<file path="src/hw/sef_map.vh">
// bit framing constants for the serial eeprom front end
`ifndef SEF_MAP_VH
`define SEF_MAP_VH
`define SEF_OPC_WRSR 8'h01
`define SEF_OPC_RDSR 8'h05
`define SEF_OPC_READ 8'h03
`define SEF_OPC_WRITE 8'h02
`define SEF_BITS_BYTE 4'h8
`define SEF_CNT_RST 5'h00
`define SEF_BYTE_RST 8'h00
`define SEF_BIT_FIRST 3'h0
`define SEF_BIT_LAST 3'h7
`define SEF_BIT_STEP 3'h1
`define SEF_BYTE_FIRST 4'h0
`define SEF_BYTE_SAT 4'hF
`define SEF_BYTE_STEP 4'h1
`define SEF_SYNC_HIGH 2'h3
`define SEF_SYNC_LOW 2'h0
`endif

</file>
<file path="src/hw/sef_spi_frame.v">
// bit level framing for a serial eeprom four-wire interface
`timescale 1ns/10ps
`include "sef_map.vh"
module sef_spi_frame
(
    input wire ref_clk,
    input wire rstn,
    input wire cs_n,
    input wire sck,
    input wire si,
    input wire hold_n,
    input wire wp_n,
    input wire protect_pin_enable_bit,
    input wire [7:0] tx_byte,
    output reg so_o,
    output reg so_oe,
    output reg [7:0] rx_byte,
    output reg rx_valid,
    output reg tx_take,
    output reg opcode_valid,
    output reg [7:0] opcode,
    output reg status_write_block
);
    // two-flop synchronisers, one per pin
    reg [1:0] cs_s_q;
    reg [1:0] sck_s_q;
    reg [1:0] si_s_q;
    reg [1:0] hold_s_q;
    reg [1:0] wp_s_q;
    // serial clock history for edge finding
    reg sck_prev_q;
    // bit and byte position inside the frame
    reg [2:0] bit_cnt_q;
    reg [3:0] byte_cnt_q;
    // shift registers in and out
    reg [7:0] sh_in_q;
    reg [7:0] sh_out_q;
    // pause state, kept until resume with clock low
    reg paused_q;
    // edge detect reads only the second sync stage
    wire cs_act = ~cs_s_q[1];
    wire sck_now = sck_s_q[1];
    wire rise = sck_now & ~sck_prev_q;
    wire fall = ~sck_now & sck_prev_q;
    wire [7:0] in_next = {sh_in_q[6:0], si_s_q[1]};
    // output drives only once the opcode byte is past
    function data_phase;
        input [3:0] cnt;
        begin
            data_phase = (cnt != `SEF_BYTE_FIRST);
        end
    endfunction
    // chip select sync, idles deselected
    always @(posedge ref_clk or negedge rstn)
    begin
        if (!rstn)
        begin
            cs_s_q <= `SEF_SYNC_HIGH;
        end
        else
        begin
            cs_s_q <= {cs_s_q[0], cs_n};
        end
    end
    // serial clock sync, idles low
    always @(posedge ref_clk or negedge rstn)
    begin
        if (!rstn)
        begin
            sck_s_q <= `SEF_SYNC_LOW;
        end
        else
        begin
            sck_s_q <= {sck_s_q[0], sck};
        end
    end
    // serial input sync
    always @(posedge ref_clk or negedge rstn)
    begin
        if (!rstn)
        begin
            si_s_q <= `SEF_SYNC_LOW;
        end
        else
        begin
            si_s_q <= {si_s_q[0], si};
        end
    end
    // pause pin sync, idles released
    always @(posedge ref_clk or negedge rstn)
    begin
        if (!rstn)
        begin
            hold_s_q <= `SEF_SYNC_HIGH;
        end
        else
        begin
            hold_s_q <= {hold_s_q[0], hold_n};
        end
    end
    // write-protect pin sync, idles released
    always @(posedge ref_clk or negedge rstn)
    begin
        if (!rstn)
        begin
            wp_s_q <= `SEF_SYNC_HIGH;
        end
        else
        begin
            wp_s_q <= {wp_s_q[0], wp_n};
        end
    end
    // framing: shift in on rising, out on falling
    always @(posedge ref_clk or negedge rstn)
    begin
        if (!rstn)
        begin
            sck_prev_q <= 1'b0;
            bit_cnt_q <= `SEF_BIT_FIRST;
            byte_cnt_q <= `SEF_BYTE_FIRST;
            sh_in_q <= `SEF_BYTE_RST;
            sh_out_q <= `SEF_BYTE_RST;
            paused_q <= 1'b0;
            so_o <= 1'b0;
            so_oe <= 1'b0;
            rx_byte <= `SEF_BYTE_RST;
            rx_valid <= 1'b0;
            tx_take <= 1'b0;
            opcode_valid <= 1'b0;
            opcode <= `SEF_BYTE_RST;
            status_write_block <= 1'b0;
        end
        else
        begin
            sck_prev_q <= sck_now;
            rx_valid <= 1'b0;
            tx_take <= 1'b0;
            status_write_block <= protect_pin_enable_bit & ~wp_s_q[1];
            if (!cs_act)
            begin
                bit_cnt_q <= `SEF_BIT_FIRST;
                byte_cnt_q <= `SEF_BYTE_FIRST;
                paused_q <= 1'b0;
                so_oe <= 1'b0;
                opcode_valid <= 1'b0;
                sh_out_q <= tx_byte;
            end
            else if (!hold_s_q[1])
            begin
                paused_q <= 1'b1;
                so_oe <= 1'b0;
            end
            else if (paused_q)
            begin
                if (!sck_now)
                begin
                    paused_q <= 1'b0;
                    so_oe <= data_phase(byte_cnt_q);
                end
            end
            else
            begin
                if (rise)
                begin
                    sh_in_q <= in_next;
                    bit_cnt_q <= bit_cnt_q + `SEF_BIT_STEP;
                    if (bit_cnt_q == `SEF_BIT_LAST)
                    begin
                        rx_byte <= in_next;
                        rx_valid <= 1'b1;
                        // byte count saturates, no wrap to opcode
                        if (byte_cnt_q != `SEF_BYTE_SAT)
                            byte_cnt_q <= byte_cnt_q + `SEF_BYTE_STEP;
                        if (!data_phase(byte_cnt_q))
                        begin
                            opcode <= in_next;
                            opcode_valid <= 1'b1;
                        end
                    end
                end
                if (fall)
                begin
                    so_oe <= data_phase(byte_cnt_q);
                    // byte boundary: load the next byte to send
                    if (bit_cnt_q == `SEF_BIT_FIRST)
                    begin
                        so_o <= tx_byte[7];
                        sh_out_q <= {tx_byte[6:0], 1'b0};
                        tx_take <= 1'b1;
                    end
                    else
                    begin
                        so_o <= sh_out_q[7];
                        sh_out_q <= {sh_out_q[6:0], 1'b0};
                    end
                end
            end
        end
    end
endmodule

</file>
<file path="config.mk">
export PLATFORM = sky130hd
export DESIGN_NAME = sef_spi_frame
export DESIGN_NICKNAME = d
export VERILOG_FILES = /design/src/hw/sef_spi_frame.v
export VERILOG_INCLUDE_DIRS = /design/src /design/src/hw
export SDC_FILE = /design/constraint.sdc
export NUM_CORES = 1
export LEC_CHECK = 0
export ABC_AREA = 1
export BUFFER_PORTS_ARGS = -buffer_cell sky130_fd_sc_hd__buf_2
export CAP_MARGIN = 10
export CORE_UTILIZATION = 30
export CTS_CLUSTER_SIZE = 25
export DETAILED_ROUTE_END_ITERATION = 10
export PLACE_DENSITY = 0.53
export SLEW_MARGIN = 10
export SYNTH_ARGS = -nofsm -noshare
export SYNTH_HDL_FRONTEND = slang
export SYNTH_SLANG_ARGS = --single-unit
</file>
<file path="constraint.sdc">
create_clock -name ref_clk -period 1.7 [get_ports ref_clk]
set_clock_uncertainty 0.05 [all_clocks]
set_input_delay 0.34 -clock ref_clk [delete_from_list [all_inputs] [get_ports ref_clk]]
set_output_delay 0.34 -clock ref_clk [all_outputs]
set_load 0.05 [all_outputs]
</file>
==> flow_summary.ini, run 1 <==
[worst_setup_path]
critical-path-top-delay-family = adder cells
timing_worst_setup_path_type = reg -> reg
r2r_setup_slack_ns = 0.18
cp_slowest_cell = dfrtp_1
cp_num_buf_inv = 1
crit_chain = ha_1, ha_1, nand2_4, inv_1, nand2_1, nand2_1
start_kind = register
worst-path-stages = 6
worstPathArrival_ns = 1.67
setup.worst_path.start = bit_cnt_q[0]
worstPathMaxFanout = 15
slowest_delay_ns = 0.42
endpoint = rx_byte[0]
rr_endpoint = rx_byte[0]
r2r_cells = 6
crit_required_ns = 1.86
worst_setup_path_end_kind = register
reg2reg_from = bit_cnt_q[0]

[global_route]
grt_use_total = 0.124
antenna_found_initial = 0
grt_pass1_vias = 1827
grt_pass1_wl_mm = 8.49
grt_overflow = 0
grt_max_degree = 57

[cts]
cts_resized = 0
htreeDepth = 2
cts_buffer_depth = 2
cts_buffers = 5
path_clk_slew_ns = 0.10
worstSkewPairLatency_ns = 0.30
root_buffer = clkbuf_8
cts_tree = yes
clock_sinks = 56

[timing]
fmax_ghz = 0.658
worst_pin_slew_ns = 0.353
final.setup.tns_ns = 0
final-hold-violation-count = 0
rsz0062_at_grt = no
relSlewSlack = 0.764
setup_violations = 0
fin_crit_ns = 1.52
slew_violations = 0
fin_crit_sh = 0.894

[logic_synthesis]
mappedNetlistNets = 298
avgSynthCellArea_sq_um = 8.95
synth_top_area_cell = dfrtp_1
synthCells = 277
ys_ff_latch = 56
yosysWarnings = 0
ys_seq_area_frac = 0.568
syn_area_sq_um = 2480
yosysUniqueCellTypes = 23
ys_top_cells_by_area = dfrtp_1 50%, nand2_1 14%, dfstp_2 6.4%, nand3_1 4.8%, inv_1 3.8%
netlist.area_leader.share = 0.505

[power]
clkPwrFrac = 0.293
p_switching_mw = 0.676
internal-power_mw = 1.85
power_density_nw_per_um2 = 865
comb_power_share = 0.123
leakage_nw = 1.59
power_frac_seq = 0.585
ir_worst_vdd_v = 0.000299
switching_share = 0.268

[floorplan]
fp.dieW_um = 92.9
initial_utilization = 0.316
io_pins = 38
die-area_sq_um = 8630
fp.coreArea_sq_um = 7850
rows = 32
fp.dieH_um = 92.9

[placed_design]
globalplace.congestion = 0.728
portBuffers = 37
dpl.hpwl_mm = 3.36

[outcome]
outcome = completed

[detailed_routing]
wire_per_inst_um = 11.3
dr.pass1.iters = 4
drt-total-wl_mm = 4.81
drt_iter0_markers = 80
vias_per_cell = 4.35
postRouteAntennaNets = 0
vias = 1851
route.detailed.drc = 0

[layout]
layout_commonest_cell = nand2_1
utilization = 0.372
synthToLayoutAreaGrowth_pct = 17.8
fin_nets = 344
num_antenna_cells = 0
num-fill-cells = 830
mostFrequentLayoutCells = 95 x nand2_1, 50 x dfrtp_1, 37 x buf_2
drive_above_1_share = 0.253

[run]
drv_cap = 0

[worst_hold_path]
min-delay-path-class = in -> reg
## registers in the layout, summed over array words and instances, names as in the netlist
name,count
sh_in_q,7
opcode_valid,1
hold_s_q,2
si_s_q,2
rx_byte,8
sh_out_q,8
sck_s_q,2
cs_s_q,2
rx_valid,1
paused_q,1
opcode,8
so_o,1
sck_prev_q,1
so_oe,1
byte_cnt_q,4
status_write_block,1
tx_take,1
bit_cnt_q,3
wp_s_q,2
## metrics by stage
step                      hold WS (ns)  power [mW]  worst slack [ns]  instances  instance area [sq um]
after floorplan               -0.00559        1.69             0.302        277                   2480
after global placement           0.284        1.81             0.233        417                   2820
after detailed placement         0.289        1.82             0.188        417                   2820
after CTS                       0.0608        2.58             0.160        426                   2920
after global routing            0.0502        2.68            0.0336        426                   2920
final                           0.0798        2.53             0.181        426                   2920
## routing by layer
| metal | share of wire | vias up | GRT usage |
|---|---|---|---|
| li1 | - | 967 | - |
| met3 | 0.035 | 4 | 0.0246 |
| met2 | 0.44 | 36 | 0.195 |
| met5 | 0 | - | 0 |
| met4 | 0.0081 | 0 | 0.0346 |
| met1 | 0.52 | 844 | 0.173 |
## power by group through the flow
stage / registers, mW / clock network [mW] / logic, mW
after floorplan: 1.52 / 0 / 0.165
after CTS: 1.48 / 0.785 / 0.318
final: 1.48 / 0.740 / 0.310
after global placement: 1.50 / 0 / 0.310
after global routing: 1.49 / 0.835 / 0.354
after detailed placement: 1.50 / 0 / 0.315
## Yosys cell counts
cell,n
nand2_1,95
nand2_2,3
dfstp_2,6
o21ai_0,12
ha_1,5
dfrtp_1,50
nor2_2,2
buf_2,2
inv_1,25
or2_2,6
o21ai_2,6
buf_6,2
nor2_1,15
nor3_1,3
nand2_4,2
inv_2,2
nand4_1,10
nand3_2,2
nor2_8,1
a21oi_1,1
buf_4,1
clkbuf_1,2
nand3_1,24
## worst min path at each step
stage | start | cells after the start | endpoint | slack (ns)
2_1_floorplan | rstn | 0 | bit_cnt_q[0] | -0.006
3_5_place_dp | sck_s_q[0] | 0 | sck_s_q[1] | 0.29
4_1_cts | cs_n | 1 | cs_s_q[0] | 0.06
3_3_place_gp | sck_s_q[0] | 0 | sck_s_q[1] | 0.28
5_1_grt | cs_n | 1 | cs_s_q[0] | 0.05
6_report | cs_n | 1 | cs_s_q[0] | 0.08
## repair_timing
item | CTS | global route
setup buffers | 0 | 0
hold buffers | 1 | 0
endpoints found under the hold margin | 50 | 0
## kinds of logic (layout without fill, tap and decap cells)
kind of cell,after synthesis,in the layout,synth area share
simple gates,163,163,0.299
flops,56,56,0.568
buf+inv,34,81,0.0600
compound gates,19,19,0.0474
fa+ha+maj,5,5,0.0252
## area by class of cell
type                            instances  area [sq um]  area share
Sequential cell                        56          1410       0.482
Multi-Input combinational cell        187           922       0.316
Clock buffer                            7          86.3      0.0296
Clock inverter                          1          7.51     0.00257
Inverter                               27           101      0.0347
Timing Repair Buffer                   46           268      0.0916
Tap cell                              102           128      0.0437
Note: power is estimated with default switching activity, not from simulation.
==> run 2, diff against run 1 <==
Clock period 1.7 ns to 1.8 ns, I/O delays scaled along.
==> flow_summary.ini, run 2 (synthesized netlist as in run 1, its figures left out) <==
[global_route]
grt_max_degree = 23
grt_pass1_vias = 1824
antenna_found_initial = 0
grt_pass1_wl_mm = 8.54
grt_use_total = 0.124
grt_overflow = 0

[floorplan]
rows = 32
io_pins = 38
fp.coreArea_sq_um = 7850
fp.dieW_um = 92.9
fp.dieH_um = 92.9
die-area_sq_um = 8630
initial_utilization = 0.316

[worst_hold_path]
hold_path_depth = 1
min-delay-path-class = in -> reg

[timing]
whs_ns = 0.0905
fmax_ghz = 0.640
timing.final.ws_setup_ns = 0.236
final-hold-violation-count = 0
final.setup.tns_ns = 0
fin_crit_sh = 0.869
rsz0062_at_grt = no
worst_pin_slew_ns = 0.372
relSlewSlack = 0.752
setup_violations = 0
slew_violations = 0
fin_crit_ns = 1.56

[worst_setup_path]
crit_chain = ha_1, ha_1, nand2_4, inv_1, nand2_1, nand2_1
rr_endpoint = rx_byte[7]
crit_required_ns = 1.96
reg2reg_from = bit_cnt_q[0]
setup.worst_path.start = bit_cnt_q[0]
endpoint = rx_byte[7]
worstPathArrival_ns = 1.72
critical-path-top-delay-family = adder cells
start_kind = register
timing_worst_setup_path_type = reg -> reg
worstPathMaxFanout = 15
cp_num_buf_inv = 1
r2r_setup_slack_ns = 0.24
r2r_cells = 6
cp_slowest_cell = dfrtp_1
slowest_delay_ns = 0.43
worst-path-stages = 6
worst_setup_path_end_kind = register

[layout]
mostFrequentLayoutCells = 95 x nand2_1, 50 x dfrtp_1, 37 x buf_2
fin_cells = 427
drive_above_1_share = 0.258
layout_commonest_cell = nand2_1
stdcell_area_sq_um = 2930
fin_nets = 345
synthToLayoutAreaGrowth_pct = 18.0
num_antenna_cells = 0
top_regs = opcode x8, rx_byte x8, sh_out_q x8
num-fill-cells = 836
utilization = 0.373

[power]
p_switching_mw = 0.669
power_frac_seq = 0.584
leakage_nw = 1.60
ir_worst_vdd_v = 0.000326
p_total_mw = 2.39
power_density_nw_per_um2 = 815
clkPwrFrac = 0.292
comb_power_share = 0.123
switching_share = 0.280
internal-power_mw = 1.72

[placed_design]
dpl.hpwl_mm = 3.44
portBuffers = 37
pre_cts_ws_ns = 0.276
dp.cells = 418
place_area_sq_um = 2830
globalplace.congestion = 0.733

[detailed_routing]
dr.pass1.iters = 4
drt-total-wl_mm = 4.80
drt_iter0_markers = 71
vias_per_cell = 4.42
postRouteAntennaNets = 0
route.detailed.drc = 0
wire_per_inst_um = 11.2
vias = 1886

[cts]
cts_buffers = 5
root_buffer = clkbuf_8
htreeDepth = 2
worstSkewPairLatency_ns = 0.31
cts_resized = 0
path_clk_slew_ns = 0.10
cts_tree = yes
hold_buffers = 1
post_cts_buffers = 0
cts_buffer_depth = 2
clock_sinks = 56

[outcome]
outcome = completed

[run]
drv_cap = 0
## run 2: routing by layer
layer,vias to the layer above,wire (um),track usage
met1,877,2340,0.171
li1,962,-,-
met5,-,0,0
met4,0,82,0.0526
met3,8,196,0.0222
met2,39,2180,0.192
## run 2: power by group through the flow
stage	Combinational [mW]	Sequential, mW	Clock (mW)
2_1_floorplan	0.155	1.44	0
3_3_place_gp	0.295	1.42	0
3_5_place_dp	0.300	1.42	0
4_1_cts	0.302	1.40	0.736
5_1_grt	0.341	1.41	0.783
6_report	0.295	1.39	0.697
## run 2: worst min path at each step
stage / from / to / slack [ns]
2_1_floorplan: rstn / bit_cnt_q[0] / 0.01
3_3_place_gp: rstn / opcode[2] / 0.25
3_5_place_dp: rstn / opcode[2] / 0.25
4_1_cts: cs_n / cs_s_q[0] / 0.08
5_1_grt: wp_n / wp_s_q[0] / 0.08
6_report: cs_n / cs_s_q[0] / 0.09
## run 2: worst register-to-register path, cell delays in order, from the launching register on
cell     delay (ns)
dfrtp_1        0.43
ha_1           0.21
ha_1           0.30
nand2_4        0.24
inv_1          0.11
nand2_1        0.07
nand2_1        0.05
## run 2: final cells by class
class | count | area [sq um] | area share
Timing Repair Buffer | 47 | 275 | 0.0941
Clock buffer | 5 | 68.8 | 0.0235
Clock inverter | 3 | 22.5 | 0.00770
Tap cell | 102 | 128 | 0.0436
Inverter | 27 | 101 | 0.0346
Sequential cell | 56 | 1410 | 0.481
Multi-Input combinational cell | 187 | 922 | 0.315
==> run 3, diff against run 2 <==
Settings changed: CORE_UTILIZATION 30 to 45, PLACE_DENSITY 0.53 to 0.71.
==> flow_summary.ini, run 3 (synthesized netlist as in run 1, its figures left out) <==
[outcome]
outcome = completed

[placed_design]
pre_cts_ws_ns = 0.179
portBuffers = 37
dpl.hpwl_mm = 3.25
place_area_sq_um = 2760
globalplace.congestion = 0.786

[worst_setup_path]
start_kind = register
crit_required_ns = 2.01
worstPathArrival_ns = 1.75
worstPathMaxFanout = 7
timing_worst_setup_path_type = reg -> reg
worst_setup_path_end_kind = register
r2r_setup_slack_ns = 0.26

[floorplan]
io_pins = 38
die-area_sq_um = 5810
fp.dieW_um = 76.2
fp.coreArea_sq_um = 5200
initial_utilization = 0.476
rows = 26
fp.dieH_um = 76.2

[cts]
clock_sinks = 56
root_buffer = clkbuf_8
cts_buffers = 5
path_clk_slew_ns = 0.09
cts_buffer_depth = 2
worstSkewPairLatency_ns = 0.31
post_cts_buffers = 0
htreeDepth = 2
cts_tree = yes

[layout]
stdcell_area_sq_um = 2860
mostFrequentLayoutCells = 95 x nand2_1, 50 x dfrtp_1, 37 x buf_2
utilization = 0.550
top_regs = opcode x8, rx_byte x8, sh_out_q x8
num-fill-cells = 499
layout_commonest_cell = nand2_1
synthToLayoutAreaGrowth_pct = 15.4
fin_nets = 341
drive_above_1_share = 0.249
num_antenna_cells = 0

[global_route]
grt_pass1_vias = 1790
grt_use_total = 0.173
grt_pass1_wl_mm = 8.10
grt_max_degree = 39
antenna_found_initial = 0
grt_overflow = 0

[detailed_routing]
dr.pass1.iters = 4
route.detailed.drc = 0
wire_per_inst_um = 11.5
vias = 1888
drt-total-wl_mm = 4.49
drt_iter0_markers = 70
postRouteAntennaNets = 0
vias_per_cell = 4.83

[timing]
final.setup.tns_ns = 0
worst_pin_slew_ns = 0.480
setup_violations = 0
slew_violations = 0
rsz0062_at_grt = no
whs_ns = 0.0899
timing.final.ws_setup_ns = 0.263
fin_crit_sh = 0.854
fmax_ghz = 0.651
fin_crit_ns = 1.54
final-hold-violation-count = 0
relSlewSlack = 0.679

[worst_hold_path]
min-delay-path-class = in -> reg

[power]
leakage_nw = 1.57
ir_worst_vdd_v = 0.000571
power_density_nw_per_um2 = 836

[run]
drv_cap = 0
==> run 3: cell count changes in the layout (fill, tap and decap cells not counted), sizes merged <==
cell | previous run | this run
clkinvlp | 0 | 1
buf | 46 | 42
clkbuf | 5 | 7
inv | 28 | 27
clkinv | 2 | 0
==> run 3: critical path: stages, from the launching register on <==
cell     delay [ns]
dfrtp_1        0.41
inv_1          0.08
ha_1           0.19
inv_1          0.05
nor2_1         0.37
nand2_1        0.11
nand3_1        0.09
nand3_1        0.07
nand2_1        0.06
==> run 3: layout make-up <==
class | count | area, sq um | area share
Sequential cell | 56 | 1410 | 0.492
Multi-Input combinational cell | 187 | 925 | 0.323
Timing Repair Buffer | 43 | 245 | 0.0857
Inverter | 27 | 101 | 0.0354
Tap cell | 70 | 87.6 | 0.0306
Clock buffer | 7 | 86.3 | 0.0302
Clock inverter | 1 | 7.51 | 0.00262
==> run 3: where the power goes <==
part | switching (mW) | internal (mW)
logic | 0.191 | 0.0955
clock network | 0.396 | 0.313
registers | 0.0581 | 1.34
==> run 3: per-stage QoR <==
stage                     std cells  power (mW)
after floorplan                 277        1.59
after global placement          382        1.70
after detailed placement        382        1.71
after CTS                       391        2.42
after global routing            391        2.51
final                           391        2.39
==> run 3: timing repair <==
item | in CTS | in global routing
gates resized for setup | 0 | 1
hold endpoints to repair | 12 | 0
hold buffers | 1 | 0
endpoints found under the setup margin | 0 | 3
==> run 3: worst paths after layout <==
path                                   start           end  depth (start not counted)
max in group asynchronous               rstn  bit_cnt_q[2]                          3
min in group asynchronous               rstn       tx_take                          2
worst max-delay path            bit_cnt_q[0]   sh_out_q[6]                          8
worst min register to register    sck_s_q[0]    sck_s_q[1]                          0
worst min-delay path                  hold_n   hold_s_q[0]                          1
worst max register to register  bit_cnt_q[0]   sh_out_q[6]                          8
==> run 3: metal layers <==
layer  part of all wire  global-route usage  vias to the layer above
met3              0.037              0.0407                       10
met4              0.022              0.0712                        0
met2               0.45               0.274                       35
li1                   -                   -                      960
met1               0.49               0.230                      883
met5                  0                   0                        -
